File: src/rtl/bsm_pkg.sv
// Package for the burst supply mode sequencer host controller
package bsm_pkg;
  // Device register map (reached through the device's own serial port)
  localparam logic [7:0] DEV_STATUS     = 8'h00;
  localparam logic [7:0] DEV_MODE       = 8'h08;
  localparam logic [7:0] DEV_VOLT       = 8'h09;
  localparam logic [7:0] DEV_MINV       = 8'h0A;
  localparam logic [7:0] DEV_EWARN      = 8'h0B;
  localparam logic [7:0] DEV_CAPMAX     = 8'h0C;
  localparam logic [7:0] DEV_OPTMARG    = 8'h0D;
  // Status bit positions in the device status register
  localparam int         ST_READY_BIT   = 0;
  localparam int         ST_EARLY_WARNING_FLAG_BIT = 1;
  localparam int         ST_ALARM_BIT   = 2;
  localparam int         ST_LOWBAT_BIT  = 3;
  // Mode field values
  localparam logic [2:0] MODE_STANDBY   = 3'h0;
  localparam logic [2:0] MODE_ONDEMAND  = 3'h1;
  localparam logic [2:0] MODE_CONT      = 3'h2;
  localparam logic [2:0] MODE_ACTIVE    = 3'h4;
  // Host-side register byte addresses (Avalon)
  localparam logic [4:0] HR_CTRL        = 5'h00;
  localparam logic [4:0] HR_STATUS      = 5'h04;
  localparam logic [4:0] HR_IRQ_STAT    = 5'h08;
  localparam logic [4:0] HR_IRQ_MASK    = 5'h0C;
  localparam logic [4:0] HR_CFG0        = 5'h10;
  localparam logic [4:0] HR_CFG1        = 5'h14;
  // Control bits
  localparam int         CT_START       = 0;
  localparam int         CT_CONT        = 1;
  localparam int         CT_STOP        = 2;
  localparam int         CT_RECONT      = 3;
  localparam int         CT_USEPROF     = 4;
  // Interrupt bits
  localparam int         IRQ_READY      = 0;
  localparam int         IRQ_EARLY_WARNING_FLAG = 1;
  localparam int         IRQ_ALARM      = 2;
  localparam int         IRQ_LOWBAT     = 3;
  localparam int         IRQ_DONE       = 4;
  // Timing
  localparam int         CLK_MHZ        = 125;
  localparam int         POR_WAIT_MS    = 20;
  localparam int         POR_WAIT_CYC   = POR_WAIT_MS * 1000 * CLK_MHZ;
  localparam int         POLL_GAP_CYC   = 64;
  // Reset defaults of host copies of device settings
  localparam logic [31:0] CFG0_RST      = 32'h0000_0000;
  localparam logic [31:0] CFG1_RST      = 32'h0000_0000;

  typedef struct packed {
    logic       req;
    logic       wr;
    logic [7:0] addr;
    logic [7:0] wdata;
  } bsm_dreq_s;

  typedef struct packed {
    logic       done;
    logic [7:0] rdata;
  } bsm_dans_s;
endpackage : bsm_pkg

File: src/rtl/bsm_host.sv
// Host controller that sequences the burst supply device through its modes
//
// Local design decision: the Avalon-MM interface to the registers.
`timescale 1ns/1ps
module bsm_host #(
  parameter int PorWaitCyc = bsm_pkg::POR_WAIT_CYC
) (
  input  wire logic                clk,
  input  wire logic                rst,
  input  wire logic                clkEn,
  input  wire logic [4:0]          avsAddress,
  input  wire logic                avsRead,
  input  wire logic                avsWrite,
  input  wire logic [31:0]         avsWriteData,
  output      logic [31:0]         avsReadData,
  output      logic                avsWaitRequest,
  output      bsm_pkg::bsm_dreq_s  devReq,
  input  wire bsm_pkg::bsm_dans_s  devAns,
  input  wire logic                readyPin,
  output      logic                loadEnable,
  output      logic                irq
);
  typedef enum logic [3:0] {
    S_POR, S_CFG, S_IDLE, S_SEL, S_VOLT, S_MODE, S_WAIT,
    S_ACT, S_RUN, S_END
  } bsm_state_e;

  bsm_state_e  state_q, state_d;
  logic [31:0] porCnt_q;
  logic [7:0]  pollCnt_q;
  logic [2:0]  cfgIdx_q;
  logic [7:0]  ctrl_q;
  logic [4:0]  irqStat_q, irqMask_q;
  logic [31:0] cfg0_q, cfg1_q;
  logic [7:0]  devStat_q;
  logic        contMode_q, busy_q, inFlight_q, stopReq_q, reContReq_q;
  logic [2:0]  endMode_q;

  // Avalon slave: one-cycle wait on reads gives registered data
  logic rdPend_q;
  assign avsWaitRequest = avsRead & ~rdPend_q;
  wire  wrCtrl  = clkEn & avsWrite & (avsAddress == bsm_pkg::HR_CTRL);
  wire  wrClr   = clkEn & avsWrite & (avsAddress == bsm_pkg::HR_IRQ_STAT);
  wire  wrMask  = clkEn & avsWrite & (avsAddress == bsm_pkg::HR_IRQ_MASK);
  wire  wrCfg0  = clkEn & avsWrite & (avsAddress == bsm_pkg::HR_CFG0);
  wire  wrCfg1  = clkEn & avsWrite & (avsAddress == bsm_pkg::HR_CFG1);
  wire  startOd = wrCtrl & avsWriteData[bsm_pkg::CT_START] & ~busy_q;
  wire  startCm = wrCtrl & avsWriteData[bsm_pkg::CT_CONT] & ~busy_q;
  wire  porDone = (porCnt_q == 32'(PorWaitCyc));

  // Setup write table for min_voltage_and_charge_setup..optimizer_margin
  function automatic logic [7:0] cfgAddr(input logic [2:0] i);
    case (i)
      3'h0:    cfgAddr = bsm_pkg::DEV_MINV;
      3'h1:    cfgAddr = bsm_pkg::DEV_EWARN;
      3'h2:    cfgAddr = bsm_pkg::DEV_CAPMAX;
      default: cfgAddr = bsm_pkg::DEV_OPTMARG;
    endcase
  endfunction : cfgAddr

  wire [7:0] cfgData = cfg0_q[8*cfgIdx_q[1:0] +: 8];
  wire       ansOk   = inFlight_q & devAns.done;
  // Decode a status answer in the cycle it arrives; the held copy is a whole poll old
  wire       ansRd   = ansOk & ~devReq.wr;
  wire [7:0] statNow = ansRd ? devAns.rdata : devStat_q;
  wire       rdyNow  = statNow[bsm_pkg::ST_READY_BIT] | readyPin;
  wire       earlyWarningFlag = statNow[bsm_pkg::ST_EARLY_WARNING_FLAG_BIT];
  wire       alarm   = statNow[bsm_pkg::ST_ALARM_BIT];
  wire       lowBat  = statNow[bsm_pkg::ST_LOWBAT_BIT];
  // In active state the ready pin doubles as early warning
  wire       warnAny = earlyWarningFlag | (state_q == S_RUN & ~readyPin);
  wire       abort   = warnAny | alarm;
  wire [7:0] modeByte = {cfg1_q[15:11], endMode_q};

  wire [4:0] evt;
  assign evt[bsm_pkg::IRQ_READY]  = (state_q == S_WAIT) & rdyNow & ansOk;
  assign evt[bsm_pkg::IRQ_EARLY_WARNING_FLAG] = (state_q == S_RUN) & ansOk & warnAny;
  assign evt[bsm_pkg::IRQ_ALARM]  = (state_q == S_RUN) & ansOk & alarm;
  // Only a fresh status read may raise it, so a cleared bit stays clear
  assign evt[bsm_pkg::IRQ_LOWBAT] = ansRd & lowBat;
  assign evt[bsm_pkg::IRQ_DONE]   = (state_q == S_END) & ansOk;

  always_comb
  begin
    state_d = state_q;
    case (state_q)
      S_POR:   if (porDone) state_d = S_CFG;
      S_CFG:   if (ansOk && cfgIdx_q == 3'h3) state_d = S_IDLE;
      S_IDLE:  if (startOd || startCm) state_d = S_SEL;
      S_SEL:   if (ansOk) state_d = S_VOLT;
      S_VOLT:  if (ansOk) state_d = S_MODE;
      S_MODE:  if (ansOk) state_d = S_WAIT;
      S_WAIT:  if (stopReq_q && !inFlight_q) state_d = S_END;
               else if (ansOk && rdyNow) state_d = contMode_q ? S_ACT : S_RUN;
      S_ACT:   if (ansOk) state_d = S_RUN;
      S_RUN:   if (ansOk && abort) state_d = S_END;
               else if (stopReq_q && !inFlight_q) state_d = S_END;
      S_END:   if (ansOk) state_d = S_IDLE;
      default: state_d = S_POR;
    endcase
  end

  // Next device request, issued only when none is outstanding
  bsm_pkg::bsm_dreq_s nextReq;
  always_comb
  begin
    nextReq = '0;
    case (state_q)
      S_CFG:   nextReq = '{1'b1, 1'b1, cfgAddr(cfgIdx_q), cfgData};
      S_SEL:   nextReq = '{1'b1, 1'b1, bsm_pkg::DEV_MODE,
                           {cfg1_q[15:11], bsm_pkg::MODE_STANDBY}};
      S_VOLT:  nextReq = '{1'b1, 1'b1, bsm_pkg::DEV_VOLT, cfg1_q[7:0]};
      S_MODE:  nextReq = '{1'b1, 1'b1, bsm_pkg::DEV_MODE,
                           {cfg1_q[15:11], contMode_q ? bsm_pkg::MODE_CONT
                                                      : bsm_pkg::MODE_ONDEMAND}};
      S_ACT:   nextReq = '{1'b1, 1'b1, bsm_pkg::DEV_MODE,
                           {cfg1_q[15:11], bsm_pkg::MODE_ACTIVE}};
      S_WAIT,
      S_RUN:   nextReq = '{1'b1, 1'b0, bsm_pkg::DEV_STATUS, 8'h00};
      S_END:   nextReq = '{1'b1, 1'b1, bsm_pkg::DEV_MODE, modeByte};
      default: nextReq = '0;
    endcase
  end
  wire pollGap = (state_q == S_WAIT || state_q == S_RUN) && pollCnt_q != 8'h00;
  wire issue   = clkEn & nextReq.req & ~inFlight_q & ~devReq.req & ~pollGap
                 & ~(stopReq_q & (state_q == S_WAIT || state_q == S_RUN));

  always_ff @(posedge clk)
  begin
    if (rst)
    begin
      state_q <= S_POR;
      porCnt_q <= '0;
      pollCnt_q <= '0;
      cfgIdx_q <= '0;
      devReq <= '0;
      inFlight_q <= 1'b0;
      devStat_q <= '0;
      loadEnable <= 1'b0;
    end
    else if (clkEn)
    begin
      state_q <= state_d;
      if (!porDone) porCnt_q <= porCnt_q + 32'h0000_0001;
      if (devReq.req) devReq.req <= 1'b0;
      if (issue)
      begin
        devReq <= nextReq;
        inFlight_q <= 1'b1;
        pollCnt_q <= 8'(bsm_pkg::POLL_GAP_CYC);
      end
      else if (pollCnt_q != 8'h00) pollCnt_q <= pollCnt_q - 8'h01;
      if (ansOk)
      begin
        inFlight_q <= 1'b0;
        if (!devReq.wr) devStat_q <= devAns.rdata;
        if (state_q == S_CFG) cfgIdx_q <= cfgIdx_q + 3'h1;
      end
      if (state_q == S_IDLE) cfgIdx_q <= '0;
      // Load only while the device drives the output in active state
      loadEnable <= (state_d == S_RUN) & ~(ansOk & abort);
    end
  end

  always_ff @(posedge clk)
  begin
    if (rst)
    begin
      ctrl_q <= '0;
      irqStat_q <= '0;
      irqMask_q <= '0;
      cfg0_q <= bsm_pkg::CFG0_RST;
      cfg1_q <= bsm_pkg::CFG1_RST;
      contMode_q <= 1'b0;
      busy_q <= 1'b0;
      stopReq_q <= 1'b0;
      reContReq_q <= 1'b0;
      endMode_q <= bsm_pkg::MODE_STANDBY;
      rdPend_q <= 1'b0;
      avsReadData <= '0;
    end
    else if (clkEn)
    begin
      rdPend_q <= avsRead & ~rdPend_q;
      if (avsRead & ~rdPend_q)
      begin
        case (avsAddress)
          bsm_pkg::HR_CTRL:     avsReadData <= {24'h0, ctrl_q};
          bsm_pkg::HR_STATUS:   avsReadData <= {16'h0, devStat_q, 3'h0,
                                                 loadEnable, state_q};
          bsm_pkg::HR_IRQ_STAT: avsReadData <= {27'h0, irqStat_q};
          bsm_pkg::HR_IRQ_MASK: avsReadData <= {27'h0, irqMask_q};
          bsm_pkg::HR_CFG0:     avsReadData <= cfg0_q;
          bsm_pkg::HR_CFG1:     avsReadData <= cfg1_q;
          default:              avsReadData <= '0;
        endcase
      end
      if (wrCtrl) ctrl_q <= avsWriteData[7:0];
      if (wrMask) irqMask_q <= avsWriteData[4:0];
      if (wrCfg0) cfg0_q <= avsWriteData;
      if (wrCfg1) cfg1_q <= avsWriteData;
      // Set wins over the write-one clear
      irqStat_q <= (irqStat_q & ~({5{wrClr}} & avsWriteData[4:0])) | evt;
      if (startOd | startCm)
      begin
        busy_q <= 1'b1;
        contMode_q <= startCm;
        stopReq_q <= 1'b0;
        reContReq_q <= 1'b0;
        endMode_q <= bsm_pkg::MODE_STANDBY;
      end
      else if (wrCtrl && busy_q && avsWriteData[bsm_pkg::CT_STOP])
      begin
        stopReq_q <= 1'b1;
        reContReq_q <= avsWriteData[bsm_pkg::CT_RECONT] & contMode_q;
      end
      if (state_q == S_RUN && state_d == S_END)
        endMode_q <= (reContReq_q && !abort) ? bsm_pkg::MODE_CONT
                                             : bsm_pkg::MODE_STANDBY;
      else if (state_q == S_WAIT && state_d == S_END)
        endMode_q <= bsm_pkg::MODE_STANDBY;
      if (state_q == S_END && ansOk)
      begin
        busy_q <= 1'b0;
        stopReq_q <= 1'b0;
      end
    end
  end

  assign irq = |(irqStat_q & irqMask_q);

  property p_porQuiet;
    @(posedge clk) disable iff (rst) !porDone |-> !devReq.req;
  endproperty
  a_porQuiet: assert property (p_porQuiet)
    else $error("device accessed before power-on wait");

  property p_abortEnd;
    @(posedge clk) disable iff (rst)
      (clkEn && state_q == S_RUN && ansOk && abort) |=> state_q == S_END;
  endproperty
  a_abortEnd: assert property (p_abortEnd)
    else $error("warning or alarm did not end cycle");

  property p_loadOff;
    @(posedge clk) disable iff (rst)
      (clkEn && state_q == S_RUN && ansOk && alarm) |=> !loadEnable;
  endproperty
  a_loadOff: assert property (p_loadOff)
    else $error("load kept on after alarm");

  property p_loadOnlyRun;
    @(posedge clk) disable iff (rst) loadEnable |-> state_q == S_RUN;
  endproperty
  a_loadOnlyRun: assert property (p_loadOnlyRun)
    else $error("load enabled outside active");

  property p_actAfterRdy;
    @(posedge clk) disable iff (rst)
      (state_q == S_ACT && $changed(state_q)) |-> $past(state_q) == S_WAIT && contMode_q;
  endproperty
  a_actAfterRdy: assert property (p_actAfterRdy)
    else $error("active write without ready in continuous");

  property p_cfgOrder;
    @(posedge clk) disable iff (rst)
      (devReq.req && state_q == S_CFG) |-> devReq.addr == cfgAddr(cfgIdx_q);
  endproperty
  a_cfgOrder: assert property (p_cfgOrder)
    else $error("setup write to wrong register");

  property p_endStandby;
    @(posedge clk) disable iff (rst)
      (devReq.req && state_q == S_END && !reContReq_q) |-> devReq.wdata[2:0] == 3'h0;
  endproperty
  a_endStandby: assert property (p_endStandby)
    else $error("standby write not 000b");

  property p_lowBatNoStop;
    @(posedge clk) disable iff (rst)
      (clkEn && state_q == S_RUN && ansOk && lowBat && !abort && !stopReq_q)
        |=> state_q == S_RUN;
  endproperty
  a_lowBatNoStop: assert property (p_lowBatNoStop)
    else $error("low battery ended cycle");

  // A ready answer must be acted on at once, not one poll later
  property p_readyFresh;
    @(posedge clk) disable iff (rst)
      (clkEn && state_q == S_WAIT && ansRd && devAns.rdata[bsm_pkg::ST_READY_BIT])
        |=> state_q != S_WAIT;
  endproperty
  a_readyFresh: assert property (p_readyFresh)
    else $error("ready answer did not end the charge wait");

  property p_stopEnd;
    @(posedge clk) disable iff (rst)
      (clkEn && stopReq_q && !inFlight_q && (state_q == S_WAIT || state_q == S_RUN))
        |=> state_q == S_END;
  endproperty
  a_stopEnd: assert property (p_stopEnd)
    else $error("stop request did not end the cycle");

  c_ondemand: cover property (@(posedge clk) state_q == S_RUN && !contMode_q);
  c_cont: cover property (@(posedge clk) state_q == S_ACT);
  c_abort: cover property (@(posedge clk)
    state_q == S_RUN && ansOk && abort ##1 state_q == S_END);
  c_lowBat: cover property (@(posedge clk) state_q == S_RUN && ansRd && lowBat);
  c_reCont: cover property (@(posedge clk)
    state_q == S_END && endMode_q == bsm_pkg::MODE_CONT);
endmodule : bsm_host

File: config.mk
export PLATFORM = sky130hd
export DESIGN_NAME = bsm_host
export DESIGN_NICKNAME = d
export VERILOG_FILES = /design/src/rtl/bsm_pkg.sv /design/src/rtl/bsm_host.sv
export SDC_FILE = /design/constraint.sdc
export NUM_CORES = 1
export LEC_CHECK = 0
export ABC_AREA = 1
export ABC_CLOCK_PERIOD_IN_PS = 1750
export BUFFER_PORTS_ARGS = -buffer_cell sky130_fd_sc_hd__buf_2
export CAP_MARGIN = 20
export CORE_MARGIN = 4
export CORE_UTILIZATION = 53
export CTS_CLUSTER_DIAMETER = 30
export CTS_CLUSTER_SIZE = 14
export DETAILED_ROUTE_END_ITERATION = 8
export PLACE_DENSITY = 0.76
export SYNTH_ARGS = -nofsm -noshare
export SYNTH_HDL_FRONTEND = slang
export SYNTH_SLANG_ARGS = --single-unit
File: constraint.sdc
create_clock -name clk -period 1.75 [get_ports clk]
set_input_delay 0 -clock clk [delete_from_list [all_inputs] [get_ports clk]]
set_output_delay 0 -clock clk [all_outputs]
set_load 0.03 [all_outputs]
-- Word level (Yosys, flattened, before mapping)
Cells that the tools add are included.
- register bits after elaboration: 197
- bits of input ports: 52
- output and inout port bits: 53
- logic and storage cells: 179
- add/sub/neg operators: 3
- equality and inequality tests: 20
- shift operators: 1
- mux-type cells: 38
- bitwise logic cells: 49
- reductions and logical operators: 45
- operators with widths (operator ; number):
    32-bit case mux with 6 select lines ; 1
    18-bit case mux with 7 select lines ; 1
    4-bit two-way mux ; 14
    4-bit case mux with 10 select lines ; 1
    32-bit by 1-bit adder with 32-bit output, second input constant ; 1
    32-bit by 22-bit == test with 1-bit output, second input constant ; 1
    32-bit by 6-bit variable part select with 8-bit output ; 1
    1-bit AND ; 30
    2-bit AND reduction ; 14
    18-bit two-way mux ; 1
    3-bit two-way mux ; 6
    4-bit by 3-bit == test with 1-bit output, second input constant ; 4
    4-bit == test, second input constant ; 4
    8-bit two-way mux ; 2
    5-bit AND ; 3
    2-bit nonzero test ; 6
    1-bit logical AND ; 11
    5-bit by 4-bit == test with 1-bit output, second input constant ; 2
    5-bit == test, second input constant ; 2
    1-bit NOT ; 10
    1-bit two-way mux ; 9
    3-bit case mux with 3 select lines ; 1
    4-bit by 2-bit == test with 1-bit output, second input constant ; 2
    8-bit nonzero test ; 1
    other kinds (19) ; 28

-- Depth between registers and ports, before layout
- depth after elaboration: 12
- depth in mapped cells: 15

-- Worst setup path after synthesis
OpenSTA, ideal clock, no wires.
- path type: register -> register
- start point: reg porCnt_q[0]
- end point: reg porCnt_q[11]
- arrival: 1605 ps
- slack: 28 ps
- cell stages (with the launch flop): 15
- period minus slack after synthesis: 1722 ps
- cells stage by stage: dfxtp_1 > inv_1 > ha_1 > nand2_1 > nor2_1 > nand2_1 > nor2_1 > nand2_1 > nand2_2 > nor2_2 > nand2_2 > nor3_4 > nand2_1 > o21ai_1 > a21oi_1
- cells in the longest elaborated chain, start to end: 3
- elaborated cells on any way between the ends: 4
- RTL lines (what ; RTL line ; text):
    from (decl) ; bsm_host.sv:29 ; logic [31:0] porCnt_q;
    from (signal assigned) ; bsm_host.sv:144 ; if (!porDone) porCnt_q <= porCnt_q + 32'h0000_0001;
    branches (longest 3 deep; another with 32-bit by 1-bit adder with 32-bit output) ; -- ;
Several ways; the timed one is not identified.
A chain may end at the register's enable or synchronous reset.

-- Worst setup path in the final report
Ends and elaborated chain as after synthesis.

==> metrics.md <==
| Metric | Value |
|---|---|
| Outcome | `complete, but fails checks` |
| Failing checks | `negative setup slack` |
| Comb power frac | `16.9%` |
| Clock-pin slew on the worst setup and hold paths | `0.07 ns` |
| Reg2reg start | `porCnt_q[0]$_SDFFE_PP0P_` |
| Hold WC Path Type | `in -> reg` |
| Slew Viols, Final | `0` |
| Flop2flop setup slack | `-0.10 ns` |
| WHS Endpoint | `irqStat_q[0]$_SDFFE_PP0P_` |
| Crit path time final | `1.85 ns` |
| CP required | `2.08 ns` |
| Antenna Nets Post-Route | `0` |
| Num CTS Buffers | `17` |
| PwrDens | `854 nW/um^2` |
| Die Height | `139 microns` |
| Cells on Worst Hold Path | `5` |
| Initial DRC Count | `1032` |
| Max VDD drop | `0.000858 V` |
| Avg Synthesized Cell Area | `6.93 sq um` |
| Tot GR Track Use | `29.2%` |
| Pre-CTS setup slack | `-0.0348 ns` |
| Asr flop ratio synth | `0%` |
| Leakage | `4.95 nW` |
| Max cap viols | `0` |
| Post-Layout Inst Area | `11800 sq um` |
| Clk Latency, worst-skew pair | `0.44 ns` |
| Number of synthesized register bits | `190` |
| Fillers | `1357` |
| Netlist cell types | `50` |
| Routed wire length per instance | `16.8 microns` |
| Reg2reg end | `porCnt_q[11]$_SDFFE_PP0P_` |
| I/O Pins | `105` |
| Slew at the pin with the worst max-slew slack | `0.712 ns` |
| Sw Ratio | `29.8%` |
| Worst setup margin | `-0.101 ns` |
| EDFF count, synth | `0` |
| Clk network pwr share | `37.9%` |
| TritonCTS Sinks | `190` |
| DRC violations left | `0` |
| Max Clock Skew | `0.0131 ns` |
| M1 GR Usage | `39.0%` |
| Most used routing layer | `met2` |
| Dpl hpwl | `19800 microns` |
| IO Port Bufs | `100` |
| HP Start | `readyPin` |
| Final setup violation count | `20` |
| Peak fanout along the critical path | `5` |
| Clock root buffer | `clkbuf_16` |
| Fraction of layout cells with a size suffix above 1 | `21.3%` |
| Startpoint types | `flop` |
| Post-Synthesis Cells | `1322` |
| P_int | `0.00707 W` |
| Crit path arrival time | `2.18 ns` |
| Fmax | `0.540 GHz` |
| Die Width | `139 microns` |
| Total wire length | `29500 microns` |
| Placed Area | `10400 sq um` |
| CTS Buffer Depth | `2` |
| Power share of the sequential group | `45.2%` |
| H-Tree Depth | `4` |
| Worst reg-to-reg path cell count | `14` |
| Met2 Use GR | `48.6%` |
| Final hold vios | `0` |
| Setup crit end kind | `flop` |
| Unrepaired setup endpoints after global routing | `true` |
| Vias in the first global route | `9208` |
| Die footprint | `19500 sq um` |
| Initial antenna violation count | `0` |
| Starting Density | `54.7%` |
| DR vias | `9892` |
| Sw power | `0.00300 W` |
| Met3 Resource Use GR | `4.25%` |
| CTS tree | `built` |
| Core ar. | `16800 sq um` |
| Ys flop type | `dfxtp_1` |
| Worst hold slack | `0.0205 ns` |
| Yosys warns | `0` |
| Critical path type | `reg -> reg` |
| First-pass GRT wire length | `46800 microns` |
| Via-to-Cell Ratio | `5.64` |
| Mapped cell area | `9160 sq um` |
| Relative max-transition margin | `52.4%` |
| Fin nets | `1582` |
| DR pass1 iterations | `6` |
| Placer Congestion | `0.998` |
| # diodes | `0` |
| Seq/Total Area, Yosys | `41.5%` |
| Row cnt | `47` |
| Largest net degree at the start of global routing | `78` |
| Area delta synth->final | `28.7%` |
| Final Cycle Share | `106%` |
| Grt ovf | `0` |
cell usage after synthesis (3+ instances only):
cell      count  area [sq um]
nor4_1        8          50.1
nor2_1      184           691
buf_4         6          45.0
o21a_1        5          37.5
o21ai_1       6          30.0
nor3_4        3          48.8
buf_2         6          30.0
nor2_4        3          33.8
dfxtp_1     190          3800
nand4_1      13          81.3
xor2_1       22           193
inv_2         7          26.3
o211ai_1      9          67.6
nand3_1      48           240
nand2_1     298          1120
o22ai_1       6          37.5
or2_1         3          18.8
inv_1       107           402
a221oi_1     11          96.3
o221ai_1      4          35.0
clkbuf_1     50           188
a22o_1       10          87.6
a31oi_1       3          18.8
nand2_2       5          31.3
ha_1          9           113
a21oi_1     132           661
nor3_1       17          85.1
o21ai_0     121           606
a211oi_1      5          37.5
nor2_2        5          31.3
cell type report:
cell class	count	area, sq um	share of cell area, %
Inverter	116	444	3.77
Clock inverter	14	141	1.20
Clock buffer	18	429	3.64
Multi-Input combinational cell	955	4870	41.3
Sequential cell	190	3820	32.4
Tap cell	220	275	2.33
Timing Repair Buffer	241	1800	15.3
power by group through the flow:
stage          Sequential, W  Combinational [W]  Clock (W)
2_1_floorplan        0.00465           0.000876          0
3_3_place_gp         0.00463            0.00133          0
3_5_place_dp         0.00463            0.00135          0
4_1_cts              0.00454            0.00144    0.00383
5_1_grt              0.00457            0.00186    0.00401
6_report             0.00456            0.00170    0.00382
state kept, by name (all words and copies together), names as in the netlist, 3 cells and up:
register	count
ctrl_q	8
cfg0_q	32
devReq	13
devStat_q	8
avsReadData	32
pollCnt_q	8
irqStat_q	5
cfgIdx_q	3
state_q	4
cfg1_q	32
porCnt_q	32
irqMask_q	5
routing by layer:
layer,wire (microns),vias up
met2,14200,463
met1,12300,4594
met4,812,0
met3,2230,74
met5,0,-
li1,-,4761
timing repair:
action / CTS / global route
endpoints found under the hold margin: 88 / 0
setup buffers: 5 / 9
endpoints found under the setup margin: 22 / 53
gates resized for setup: 10 / 71
pin swaps: 5 / 20
cloned: 0 / 2
hold buffers: 40 / 0
cell usage in the layout (no fill, tap or decap), drive strengths merged, types with 3 or more instances in the layout:
master         n
a21oi        133
o211ai        10
o21ai        128
o221ai         4
o21a           5
a31oi          3
dlygate4sd3   40
ha             9
o22ai          6
xor2          22
nor2         192
clkinvlp       3
nor4           9
nand3         48
nor3          21
clkbuf        20
a221oi        11
a22o          10
or2            3
buf          199
nand4         13
dfxtp        190
conb           4
a211oi         5
nand2        303
clkinv         4
inv          123
worst max path at each step:
stage | startpoint | to | slack, ns | depth (start not counted)
2_1_floorplan | porCnt_q[0]$_SDFFE_PP0P_ | porCnt_q[11]$_SDFFE_PP0P_ | 0.03 | 14
3_3_place_gp | porCnt_q[0]$_SDFFE_PP0P_ | endMode_q[1]$_SDFFE_PP0P_ | 0.03 | 14
3_5_place_dp | pollCnt_q[1]$_SDFFE_PP0P_ | pollCnt_q[4]$_SDFFE_PP0P_ | -0.03 | 11
4_1_cts | porCnt_q[0]$_SDFFE_PP0P_ | porCnt_q[11]$_SDFFE_PP0P_ | -0.06 | 14
5_1_grt | porCnt_q[1]$_SDFFE_PP0P_ | porCnt_q[11]$_SDFFE_PP0P_ | -0.22 | 14
6_report | porCnt_q[0]$_SDFFE_PP0P_ | porCnt_q[11]$_SDFFE_PP0P_ | -0.10 | 14
logic make-up (layout without fill, tap and decap cells):
kind of cell | count (synthesis) | after routing | share of synthesized area, %
compound gates | 323 | 323 | 19.8
buf+inv | 180 | 389 | 7.78
fa+ha+maj | 9 | 9 | 1.23
simple gates | 595 | 595 | 27.3
xor+xnor | 24 | 24 | 2.29
flops | 190 | 190 | 41.5
other cells | 1 | 4 | 0.0409
per-stage QoR:
stage	total power (W)	TNS [ns]	instances	util [%]
after global routing	0.0104	-4.82	1754	70.4
after CTS	0.00980	-0.131	1743	68.2
after floorplan	0.00553	0	1325	-
final	0.0101	-0.513	1754	70.4
after global placement	0.00596	0	1666	62.0
after detailed placement	0.00599	-0.0854	1666	62.0
worst max-delay path, stage by stage (launching register included):
cell and delay (ns):
dfxtp_2 0.36, inv_4 0.05, ha_4 0.15, nand2_2 0.07
nor2_1 0.05, nand2_1 0.09, nor2_2 0.04, nand2_1 0.06
nand2_2 0.10, nor2_4 0.13, nand2_2 0.08, nor3_4 0.22
nand2_1 0.15, o21ai_2 0.14, a21oi_2 0.04
(Power assumes the default switching activity.)
